===== src/inc/dpcfg_defines.svh =====
// offsets, field positions, reset values of the datapath/doubler config group
// assumes an 8-bit register port decoded from the serial control interface
`ifndef DPCFG_DEFINES_SVH
`define DPCFG_DEFINES_SVH

// ****************************************************************
// register offsets
// ****************************************************************
`define OFS_RX_GAIN        8'h38
`define OFS_DBL_RST_TYPE   8'h39
`define OFS_TX_DBL_TUNE    8'h3A
`define OFS_RX_DBL_TUNE    8'h3B
`define OFS_DBL_TAP        8'h3C
`define OFS_SIGN_INV       8'h3D
`define OFS_DBL_PW         8'h3E
`define OFS_RX_IF_OPT      8'h3F

// ****************************************************************
// implemented-bit masks (unused bits read zero)
// ****************************************************************
`define MASK_RX_GAIN       8'h1F
`define MASK_DBL_RST_TYPE  8'hC3
`define MASK_FULL          8'hFF
`define MASK_SIGN_INV      8'h0F
`define MASK_DBL_PW        8'h3F
`define MASK_RX_IF_OPT     8'h7F

// ****************************************************************
// field positions
// ****************************************************************
`define BIT_RX_DBL_RST     7
`define BIT_TX_DBL_RST     6
`define BIT_RX_DBL_TYPE    1
`define BIT_TX_DBL_TYPE    0
`define BIT_RX_Q_NEG       3
`define BIT_RX_I_NEG       2
`define BIT_TX_Q_NEG       1
`define BIT_TX_I_NEG       0
`define BIT_RX_CLK_I       6
`define BIT_RX_BUS_I       5
`define BIT_SINGLE_RX      4
`define BIT_TXPIN_DRIVE    3
`define BIT_HD_DIR_PIN     2
`define BIT_HD_CLK_2       1
`define BIT_FULL_DUPLEX    0

// ****************************************************************
// reset value, shared by every register
// ****************************************************************
`define RST_REG            8'h00

`endif


===== src/inc/dpcfg_pkg.sv =====
// types shared by the config register group and its sample conditioner
// assumes nothing beyond the defines header
package dpcfg_pkg;

   // controls of one clock doubler
   typedef struct packed {
      logic       reset;        // held in reset while set
      logic       duty_type;    // 0 fixed pulse width, 1 fixed duty
      logic [7:0] tuning;       // unlock/lock/offset/hysteresis byte
      logic [2:0] pulse_width;  // pulse width code
   } doubler_ctrl_t;

   // receive routing state
   typedef struct packed {
      logic single;      // one receive path only
      logic conv_i;      // delivered converter, 1 = I
      logic clk_i;       // receive clock, 1 = I side
   } rx_route_t;

   // one signed converter sample
   typedef logic signed [11:0] sample_t;

endpackage


===== src/rtl/sample_condition.sv =====
// sign inversion and optional quarter-step gain for one 12-bit sample
// assumes the caller registers the result
`timescale 1ns/100ps
module sample_condition (
   input  wire dpcfg_pkg::sample_t i_sample,     // raw sample
   input  wire logic               i_negate,     // multiply by -1
   input  wire logic               i_gain_en,    // apply gain
   input  wire logic [4:0]         i_gain,       // gain code, gain = code/4
   output      dpcfg_pkg::sample_t o_sample      // conditioned, saturated
);

   logic signed [12:0] neg_w;   // negated, one bit wider
   logic signed [18:0] prod_w;  // sample times code
   logic signed [16:0] scl_w;   // product over four

   // ****************************************************************
   // negate then scale, saturating at the 12-bit rails
   // ****************************************************************
   always_comb begin
      // widening first keeps -2048 from wrapping back to itself
      neg_w  = i_negate ? -{i_sample[11], i_sample} : {i_sample[11], i_sample};
      prod_w = neg_w * $signed({1'b0, i_gain});
      scl_w  = i_gain_en ? prod_w[18:2] : {{4{neg_w[12]}}, neg_w};
      if (scl_w > 17'sd2047) begin
         o_sample = 12'sh7FF;
      end else if (scl_w < -17'sd2048) begin
         o_sample = 12'sh800;
      end else begin
         o_sample = scl_w[11:0];
      end
   end

endmodule // sample_condition


===== src/rtl/datapath_clock_config_regs.sv =====
// config register group 0x38..0x3F with the datapath effects it steers
// assumes an 8-bit register port on i_clk_sys from the serial control decoder,
// samples on i_clk_sys, and an asynchronous direction pin and doubler clock
`timescale 1ns/100ps
`include "dpcfg_defines.svh"
module datapath_clock_config_regs (
   input  wire logic                     i_clk_sys,        // system clock
   input  wire logic                     i_rst,            // async reset
   input  wire logic                     i_reg_wr,         // write strobe
   input  wire logic                     i_reg_rd,         // read strobe
   input  wire logic [7:0]               i_reg_addr,       // register address
   input  wire logic [7:0]               i_reg_wdata,      // write data
   output      logic [7:0]               o_reg_rdata,      // read data
   output      logic                     o_reg_hit,        // address in group
   input  wire logic                     i_dir_reg_tx,     // serial direction bit
   input  wire logic                     i_dir_pin,        // direction pin, async
   input  wire logic                     i_dll_clk,        // doubler clock, async
   output      logic                     o_bus_dir_tx,     // 1 transmit, 0 receive
   output      logic                     o_full_duplex,    // interface mode
   output      logic                     o_hd_two_clock,   // hd 2-clock submode
   output      logic                     o_txpin_out,      // tx clock pin level
   output      logic                     o_txpin_oe,       // tx clock pin enable
   output      dpcfg_pkg::doubler_ctrl_t o_rx_doubler,     // rx doubler controls
   output      dpcfg_pkg::doubler_ctrl_t o_tx_doubler,     // tx doubler controls
   output      logic [7:0]               o_tap_delay,      // shared initial tap
   output      dpcfg_pkg::rx_route_t     o_rx_route,       // rx routing
   input  wire logic                     i_rx_valid,       // rx sample strobe
   input  wire dpcfg_pkg::sample_t       i_rx_i,           // rx I sample
   input  wire dpcfg_pkg::sample_t       i_rx_q,           // rx Q sample
   output      logic                     o_rx_valid,       // rx out strobe
   output      dpcfg_pkg::sample_t       o_rx_i,           // rx I out
   output      dpcfg_pkg::sample_t       o_rx_q,           // rx Q out
   input  wire logic                     i_tx_valid,       // tx sample strobe
   input  wire dpcfg_pkg::sample_t       i_tx_i,           // tx I sample
   input  wire dpcfg_pkg::sample_t       i_tx_q,           // tx Q sample
   output      logic                     o_tx_valid,       // tx out strobe
   output      dpcfg_pkg::sample_t       o_tx_i,           // tx I out
   output      dpcfg_pkg::sample_t       o_tx_q            // tx Q out
);

   // ****************************************************************
   // register storage
   // ****************************************************************
   logic [7:0] gain_q;     // receive_gain
   logic [7:0] rsttype_q;  // doubler_reset_and_type
   logic [7:0] txtune_q;   // transmit_doubler_tuning
   logic [7:0] rxtune_q;   // receive_doubler_tuning
   logic [7:0] tap_q;      // doubler_initial_tap
   logic [7:0] inv_q;      // sample_sign_inversion
   logic [7:0] pw_q;       // doubler_pulse_width
   logic [7:0] rxif_q;     // receive_interface_options
   logic [7:0] rdata_d;    // read mux
   logic       hit_d;      // decode of the group

   // synchronisers and conditioned samples
   logic       pin_s1_q;   // direction pin, first stage
   logic       pin_s2_q;   // direction pin, second stage
   logic       dll_s1_q;   // doubler clock, first stage
   logic       dll_s2_q;   // doubler clock, second stage
   dpcfg_pkg::sample_t rxi_w;  // conditioned rx I
   dpcfg_pkg::sample_t rxq_w;  // conditioned rx Q
   dpcfg_pkg::sample_t txi_w;  // conditioned tx I
   dpcfg_pkg::sample_t txq_w;  // conditioned tx Q
   logic       hd1_w;      // half-duplex 1-clock mode

   // ****************************************************************
   // register writes
   // ****************************************************************
   // unused bits are masked on write so storage never holds them
   always_ff @(posedge i_clk_sys or posedge i_rst) begin
      if (i_rst) begin
         gain_q    <= `RST_REG;
         rsttype_q <= `RST_REG;
         txtune_q  <= `RST_REG;
         rxtune_q  <= `RST_REG;
         tap_q     <= `RST_REG;
         inv_q     <= `RST_REG;
         pw_q      <= `RST_REG;
         rxif_q    <= `RST_REG;
      end else if (i_reg_wr) begin
         unique case (i_reg_addr)
            `OFS_RX_GAIN: begin
               gain_q <= i_reg_wdata & `MASK_RX_GAIN;
            end
            `OFS_DBL_RST_TYPE: begin
               rsttype_q <= i_reg_wdata & `MASK_DBL_RST_TYPE;
            end
            `OFS_TX_DBL_TUNE: begin
               // recommended 01 per field; stored as written
               txtune_q <= i_reg_wdata;
            end
            `OFS_RX_DBL_TUNE: begin
               rxtune_q <= i_reg_wdata;
            end
            `OFS_DBL_TAP: begin
               tap_q <= i_reg_wdata;
            end
            `OFS_SIGN_INV: begin
               inv_q <= i_reg_wdata & `MASK_SIGN_INV;
            end
            `OFS_DBL_PW: begin
               pw_q <= i_reg_wdata & `MASK_DBL_PW;
            end
            `OFS_RX_IF_OPT: begin
               rxif_q <= i_reg_wdata & `MASK_RX_IF_OPT;
            end
            default: begin
               // addresses outside the group are ignored here
            end
         endcase
      end
   end

   // ****************************************************************
   // read decode
   // ****************************************************************
   // storage already holds zeros in unused bits
   always_comb begin
      hit_d   = 1'b1;
      rdata_d = 8'h00;
      unique case (i_reg_addr)
         `OFS_RX_GAIN:      rdata_d = gain_q;
         `OFS_DBL_RST_TYPE: rdata_d = rsttype_q;
         `OFS_TX_DBL_TUNE:  rdata_d = txtune_q;
         `OFS_RX_DBL_TUNE:  rdata_d = rxtune_q;
         `OFS_DBL_TAP:      rdata_d = tap_q;
         `OFS_SIGN_INV:     rdata_d = inv_q;
         `OFS_DBL_PW:       rdata_d = pw_q;
         `OFS_RX_IF_OPT:    rdata_d = rxif_q;
         default: begin
            // other addresses belong to neighbouring groups
            hit_d = 1'b0;
         end
      endcase
   end

   // read data is registered; it stands until the next read
   always_ff @(posedge i_clk_sys or posedge i_rst) begin
      if (i_rst) begin
         o_reg_rdata <= 8'h00;
         o_reg_hit   <= 1'b0;
      end else if (i_reg_rd) begin
         o_reg_rdata <= rdata_d;
         o_reg_hit   <= hit_d;
      end
   end

   // ****************************************************************
   // doubler controls
   // ****************************************************************
   // straight register fields, so they follow a write by one edge
   always_comb begin
      o_rx_doubler.reset       = rsttype_q[`BIT_RX_DBL_RST];
      o_tx_doubler.reset       = rsttype_q[`BIT_TX_DBL_RST];
      o_rx_doubler.duty_type   = rsttype_q[`BIT_RX_DBL_TYPE];
      o_tx_doubler.duty_type   = rsttype_q[`BIT_TX_DBL_TYPE];
      o_rx_doubler.tuning      = rxtune_q;
      o_tx_doubler.tuning      = txtune_q;
      o_tx_doubler.pulse_width = pw_q[5:3];
      o_rx_doubler.pulse_width = pw_q[2:0];
      o_tap_delay              = tap_q;
   end

   // ****************************************************************
   // receive routing
   // ****************************************************************
   always_comb begin
      o_rx_route.single = rxif_q[`BIT_SINGLE_RX];
      o_rx_route.conv_i = rxif_q[`BIT_RX_BUS_I];
      o_rx_route.clk_i  = rxif_q[`BIT_RX_CLK_I];
   end

   // ****************************************************************
   // interface mode outputs
   // ****************************************************************
   always_comb begin
      o_full_duplex  = rxif_q[`BIT_FULL_DUPLEX];
      o_hd_two_clock = rxif_q[`BIT_HD_CLK_2];
   end

   // 1-clock submode exists only when half-duplex is selected
   assign hd1_w = ~rxif_q[`BIT_FULL_DUPLEX] & ~rxif_q[`BIT_HD_CLK_2];

   // ****************************************************************
   // pin synchronisers
   // ****************************************************************
   // second stage alone is read; the first may go metastable
   always_ff @(posedge i_clk_sys or posedge i_rst) begin
      if (i_rst) begin
         pin_s1_q <= 1'b0;
         pin_s2_q <= 1'b0;
      end else begin
         pin_s1_q <= i_dir_pin;
         pin_s2_q <= pin_s1_q;
      end
   end

   // the doubler clock is only sampled, so it reaches the pin
   // coarsely; fine for slow rates, a true clock path is needed above
   // a quarter of the system rate
   always_ff @(posedge i_clk_sys or posedge i_rst) begin
      if (i_rst) begin
         dll_s1_q <= 1'b0;
         dll_s2_q <= 1'b0;
      end else begin
         dll_s1_q <= i_dll_clk;
         dll_s2_q <= dll_s1_q;
      end
   end

   // ****************************************************************
   // bus direction
   // ****************************************************************
   // full duplex has no direction; it reports transmit there
   always_ff @(posedge i_clk_sys or posedge i_rst) begin
      if (i_rst) begin
         o_bus_dir_tx <= 1'b0;
      end else if (rxif_q[`BIT_FULL_DUPLEX]) begin
         o_bus_dir_tx <= 1'b1;
      end else if (rxif_q[`BIT_HD_DIR_PIN]) begin
         o_bus_dir_tx <= pin_s2_q;
      end else begin
         o_bus_dir_tx <= i_dir_reg_tx;
      end
   end

   // ****************************************************************
   // tx clock pin
   // ****************************************************************
   // outside hd 1-clock mode the pin is left to its mode logic: off
   always_ff @(posedge i_clk_sys or posedge i_rst) begin
      if (i_rst) begin
         o_txpin_oe  <= 1'b0;
         o_txpin_out <= 1'b0;
      end else begin
         o_txpin_oe  <= hd1_w & rxif_q[`BIT_TXPIN_DRIVE];
         o_txpin_out <= hd1_w & rxif_q[`BIT_TXPIN_DRIVE] & dll_s2_q;
      end
   end

   // ****************************************************************
   // sample conditioning
   // ****************************************************************
   sample_condition u_rx_i (
      .i_sample  (i_rx_i),
      .i_negate  (inv_q[`BIT_RX_I_NEG]),
      .i_gain_en (1'b1),
      .i_gain    (gain_q[4:0]),
      .o_sample  (rxi_w)
   );

   sample_condition u_rx_q (
      .i_sample  (i_rx_q),
      .i_negate  (inv_q[`BIT_RX_Q_NEG]),
      .i_gain_en (1'b1),
      .i_gain    (gain_q[4:0]),
      .o_sample  (rxq_w)
   );

   sample_condition u_tx_i (
      .i_sample  (i_tx_i),
      .i_negate  (inv_q[`BIT_TX_I_NEG]),
      .i_gain_en (1'b0),
      .i_gain    (5'h00),
      .o_sample  (txi_w)
   );

   sample_condition u_tx_q (
      .i_sample  (i_tx_q),
      .i_negate  (inv_q[`BIT_TX_Q_NEG]),
      .i_gain_en (1'b0),
      .i_gain    (5'h00),
      .o_sample  (txq_w)
   );

   // ****************************************************************
   // receive output stage
   // ****************************************************************
   // in single path the chosen converter leaves on the I lane, Q is 0
   always_ff @(posedge i_clk_sys or posedge i_rst) begin
      if (i_rst) begin
         o_rx_valid <= 1'b0;
         o_rx_i     <= 12'h000;
         o_rx_q     <= 12'h000;
      end else begin
         o_rx_valid <= i_rx_valid;
         if (i_rx_valid) begin
            if (rxif_q[`BIT_SINGLE_RX]) begin
               o_rx_i <= rxif_q[`BIT_RX_BUS_I] ? rxi_w : rxq_w;
               o_rx_q <= 12'h000;
            end else begin
               o_rx_i <= rxi_w;
               o_rx_q <= rxq_w;
            end
         end
      end
   end

   // ****************************************************************
   // transmit output stage
   // ****************************************************************
   always_ff @(posedge i_clk_sys or posedge i_rst) begin
      if (i_rst) begin
         o_tx_valid <= 1'b0;
         o_tx_i     <= 12'h000;
         o_tx_q     <= 12'h000;
      end else begin
         o_tx_valid <= i_tx_valid;
         if (i_tx_valid) begin
            o_tx_i <= txi_w;
            o_tx_q <= txq_w;
         end
      end
   end

endmodule // datapath_clock_config_regs


===== config.mk =====
export PLATFORM = sky130hd
export DESIGN_NAME = datapath_clock_config_regs
export DESIGN_NICKNAME = d
export VERILOG_FILES = /design/src/inc/dpcfg_pkg.sv /design/src/rtl/sample_condition.sv /design/src/rtl/datapath_clock_config_regs.sv
export VERILOG_INCLUDE_DIRS = /design/src /design/src/inc
export SDC_FILE = /design/constraint.sdc
export NUM_CORES = 1
export LEC_CHECK = 0
export BUFFER_PORTS_ARGS = -buffer_cell sky130_fd_sc_hd__buf_2
export CORE_MARGIN = 3
export CORE_UTILIZATION = 41
export DETAILED_ROUTE_END_ITERATION = 10
export PLACE_DENSITY = 0.67
export SLEW_MARGIN = 25
export SYNTH_ARGS = -nofsm -noshare
export SYNTH_HDL_FRONTEND = slang
export SYNTH_SLANG_ARGS = --single-unit

===== constraint.sdc =====
create_clock -name i_clk_sys -period 11.9 [get_ports i_clk_sys]
set_clock_uncertainty 0.05 [all_clocks]
set_input_delay 2.38 -clock i_clk_sys [delete_from_list [all_inputs] [get_ports i_clk_sys]]
set_output_delay 2.38 -clock i_clk_sys [all_outputs]
set_load 0.005 [all_outputs]

==> results.txt <==
* Number of global-route vias before repair: 9,014
* Syn_area_per_cell: 9.44 µm²
* Dominant cell type by area after synthesis: dfrtp_1
* Warning count from the yosys run: 0
* Half-perimeter wire length of the detailed placement result: 20.6 mm
* Reg clk slew, reported paths: 0.06 ns
- Placed inst area: 12,000 µm²
- The cell count after synthesis came out at 1,155.
- RSZ-0062 raised after global routing: false
- Violation count after the first detailed-route iteration: about 500
- Worst Setup Path Type: input port to flip-flop
* Post-layout instance area: ~13,000 µm²
* Cells taking the most area after synthesis: dfrtp_1 (27%), fa_1 (14%), ha_1 (8.7%)
- Counting every sink on the clock net gives 116.
- In this run the deepest clock path goes through 2 buffers.
* Number of vias per cell: between 5 and 6
- Count of antenna diodes in the layout: 0
- STA classifies the critical path endpoint as a flip-flop.
- Total standard cell area after synthesis: about 11,000 µm²
* R2R setup slack: slightly below 6 ns
* Clock tree from TritonCTS: yes
* Power Dens Cells: 114 nW/µm²
* Multiplexer area fraction after synthesis: 7.47%
* Number of cells on the worst reg-to-reg path: 17
- Detailed routing inserted a total of 8,760 vias.
- The path class of the tightest hold or removal check is flip-flop to flip-flop.
- Data on the critical path arrives at its endpoint at 8.32 ns.
* Area fraction in compound gates after synthesis: 15.3%
* DRC violation count after routing: 0
* Synthesized netlist net count: 1,378
- Slew of the pin with the lowest slew margin: about 1.0 ns
- The synthesized design devotes to its leading area cell type around a quarter of total area.
- Sequential area share after synthesis: 26.6%
- Vertical extent of the die: between 150 and 200 µm
* Pin count of the biggest net entering global routing: 68
* Std-Cell Core Area: 26,100 µm²
- The worst-case IR drop observed on VDD is between 0.07 and 0.08 mV.
- Maximum net fanout on the critical path: 11
- GP Congestion: 0.829
* Effective utilization at floorplan: 41.8%
- Most frequent standard cell in the layout excluding fill and tap cells: buf_2
* Highest clock rate: 124 MHz
- Row count: 59
* Slew Viols, Final: 0
- LEAKAGE: 0.00627 µW
- Flip-flop and latch count after synthesis: 116
- Worst relative slew slack: ~33%
* Sum of overflow across all layers after global routing: 0
- The first global-routing pass estimated 45.5 mm of wire.
* Area share of fa/ha/maj cells after synthesis: 22.3%
- Global routing consumed, over all layers together, 19.3% of the routing resources.
- Most used cells in the layout excluding fill and tap cells: buf_2 (173), inv_1 (124), nor2b_1 (118)
- After Yosys synthesis, XOR and XNOR cells account for 5.95% of the synthesized area.
- Fillers: about 2,500
* Setup Viol. Count Final: 0
* Outcome: complete, no violations
- Hold timing on the final database bottoms out at a slack of 0.297 ns.
* Portion of the clock cycle consumed by the worst path in the final layout: 67.7%
- After Yosys synthesis, and, or, nand and nor cells account for roughly 16% of the synthesized area.
* Clock insertion delay at the later pin of the skew report: between 0.4 and 0.5 ns
* CTS hold repair buffers: 0
* Number of input and output port buffers inserted: approximately 170
- Number of max-cap violations: 0
- The die covers 28,600 µm².
* CP startpoint kind: input port
* Predominant post-synthesis flop cell: dfrtp_1
- Iteration count of the initial detailed-routing pass: 5
- P&R area growth vs syn: 16.0%
* # H-tree levels: 4
* Hold violation total from the final report: 0
* I/O Pins: around 170
- Largest family of logic cells by synthesized area: adder cells
* Final setup TNS: 0 ns
- Synthesis instantiated roughly 70 different standard cells from the library.
* Sum of internal, switching and leakage power: 1440 µW
- In this run the remaining antenna-violating nets after routing total 0.
* Root cell of the clock tree: clkbuf_16
* Final nets: between 1,500 and 2,000
- Post-CTS setup buffer count: 0
- Proportion of layout cells with a drive suffix above 1: 22.2%
- In the final routed layout, each cell accounts on average for between 15 and 20 µm.
- Data on the critical path is required at its endpoint by 12.16 ns.
- The floorplan step set the die width to 169 µm.
* Time the worst path needs with I/O delays and setup: 8.06 ns
* Initial antenna violation count: 0
- Along the worst hold path, the cell count comes to 0.
* Detailed-route wire length: 27.0 mm
- Clock tree synthesis inserted a total of 17 buffers.
- Number of enable flip-flop cells after synthesis: 0
- After clock tree synthesis, the repair step resized 0 gates.
- In the synthesized netlist the async set-or-reset flop fraction comes to 100%.
-- report_power, final --
part	leakage, µW	switching [µW]	total, µW	internal (µW)
sequential	0.00149	39.1	481	442
clock	0.000327	216	595	379
combinational	0.00445	213	368	155
-- per-layer routing --
layer,track usage [%],part of all wire [%],up-vias
li1,-,-,4218
met1,24.9,45,4329
met2,32.8,48,190
met3,5.04,6.1,23
met4,4.20,0.98,0
met5,0,0,-
-- synth_stat cells, types with 7 or more instances --
library cell  count
a211oi_1         15
a21o_1           11
a21oi_1          76
and2_1            9
buf_2             8
clkbuf_1         33
dfrtp_1         116
fa_1             74
ha_1             76
inv_1           125
mux2_2           53
mux2i_1          15
nand2_1          62
nand2b_1         17
nand3_1          13
nor2_1           71
nor2b_1         118
nor3_1           18
o211ai_1          7
o21ai_0          26
o22a_1           11
o22ai_1           7
o31ai_1          26
o31ai_2           9
or3_1             7
xnor2_1          37
xor2_1           37
-- cell families (layout without fill, tap and decap cells) --
kind of cell | count (synthesis) | in the layout
xor+xnor | 74 | 74
buf+inv | 177 | 333
mux | 71 | 71
compound gates | 233 | 233
flops | 116 | 116
simple gates | 334 | 334
fa+ha+maj | 150 | 150
-- layout make-up --
cell class	count	area [µm²]	share of cell area, %
inverter	125	472	3.73
clock buffer	17	425	3.37
clock inverter	15	243	1.92
tap	335	419	3.32
timing repair buffer	176	888	7.03
multi-input combinational	862	7290	57.7
sequential	116	2900	23.0
-- through the flow --
| stage | util (%) | worst slack [ns] | std cells |
|---|---|---|---|
| final | 48.5 | 3.84 | 1646 |
| after global routing | 48.5 | 3.33 | 1646 |
| after CTS | 48.5 | 3.83 | 1646 |
| after detailed placement | 45.9 | 3.41 | 1614 |
| after global placement | 45.9 | 3.59 | 1614 |
| after floorplan | - | 4.21 | 1155 |
-- critical path, stage by stage --
cell and delay (ns):
buf_2 0.12, or3_1 0.38, nor2_1 0.14, nand2_1 0.08
or2_2 0.30, nor2_1 0.11, nor2_1 0.05, mux2i_1 0.44
nor2b_1 0.20, fa_1 0.53, fa_1 0.49, inv_1 0.06
fa_1 0.53, inv_1 0.04, ha_1 0.35, and3_1 0.19
a221oi_2 0.25, o21ai_2 0.14, a311oi_2 0.27, xnor2_1 0.16
a32oi_1 0.73, a211oi_1 0.08, a311oi_1 0.29
-- sequential cells by signal, summed over array words and instances (netlist names), 4 cells and up --
| register | count |
|---|---|
| gain_q | 5 |
| rsttype_q | 4 |
| o_rx_i | 12 |
| o_tap_delay | 8 |
| o_tx_q | 12 |
| inv_q | 4 |
| o_rx_q | 12 |
| o_reg_rdata | 8 |
| rxif_q | 7 |
| pw_q | 6 |
| txtune_q | 8 |
| rxtune_q | 8 |
| o_tx_i | 12 |
-- path summary, 6_finish.rpt --
path                            from         to
hold reg to reg             dll_s1_q   dll_s2_q
setup / recovery           i_rx_i[2]  o_rx_i[5]
min in group asynchronous      i_rst  o_tx_q[5]
max in group asynchronous      i_rst  o_tx_i[1]
hold / removal              dll_s1_q   dll_s2_q
setup reg to reg            inv_q[3]  o_rx_i[5]
Note: power is estimated with default switching activity, not from simulation.
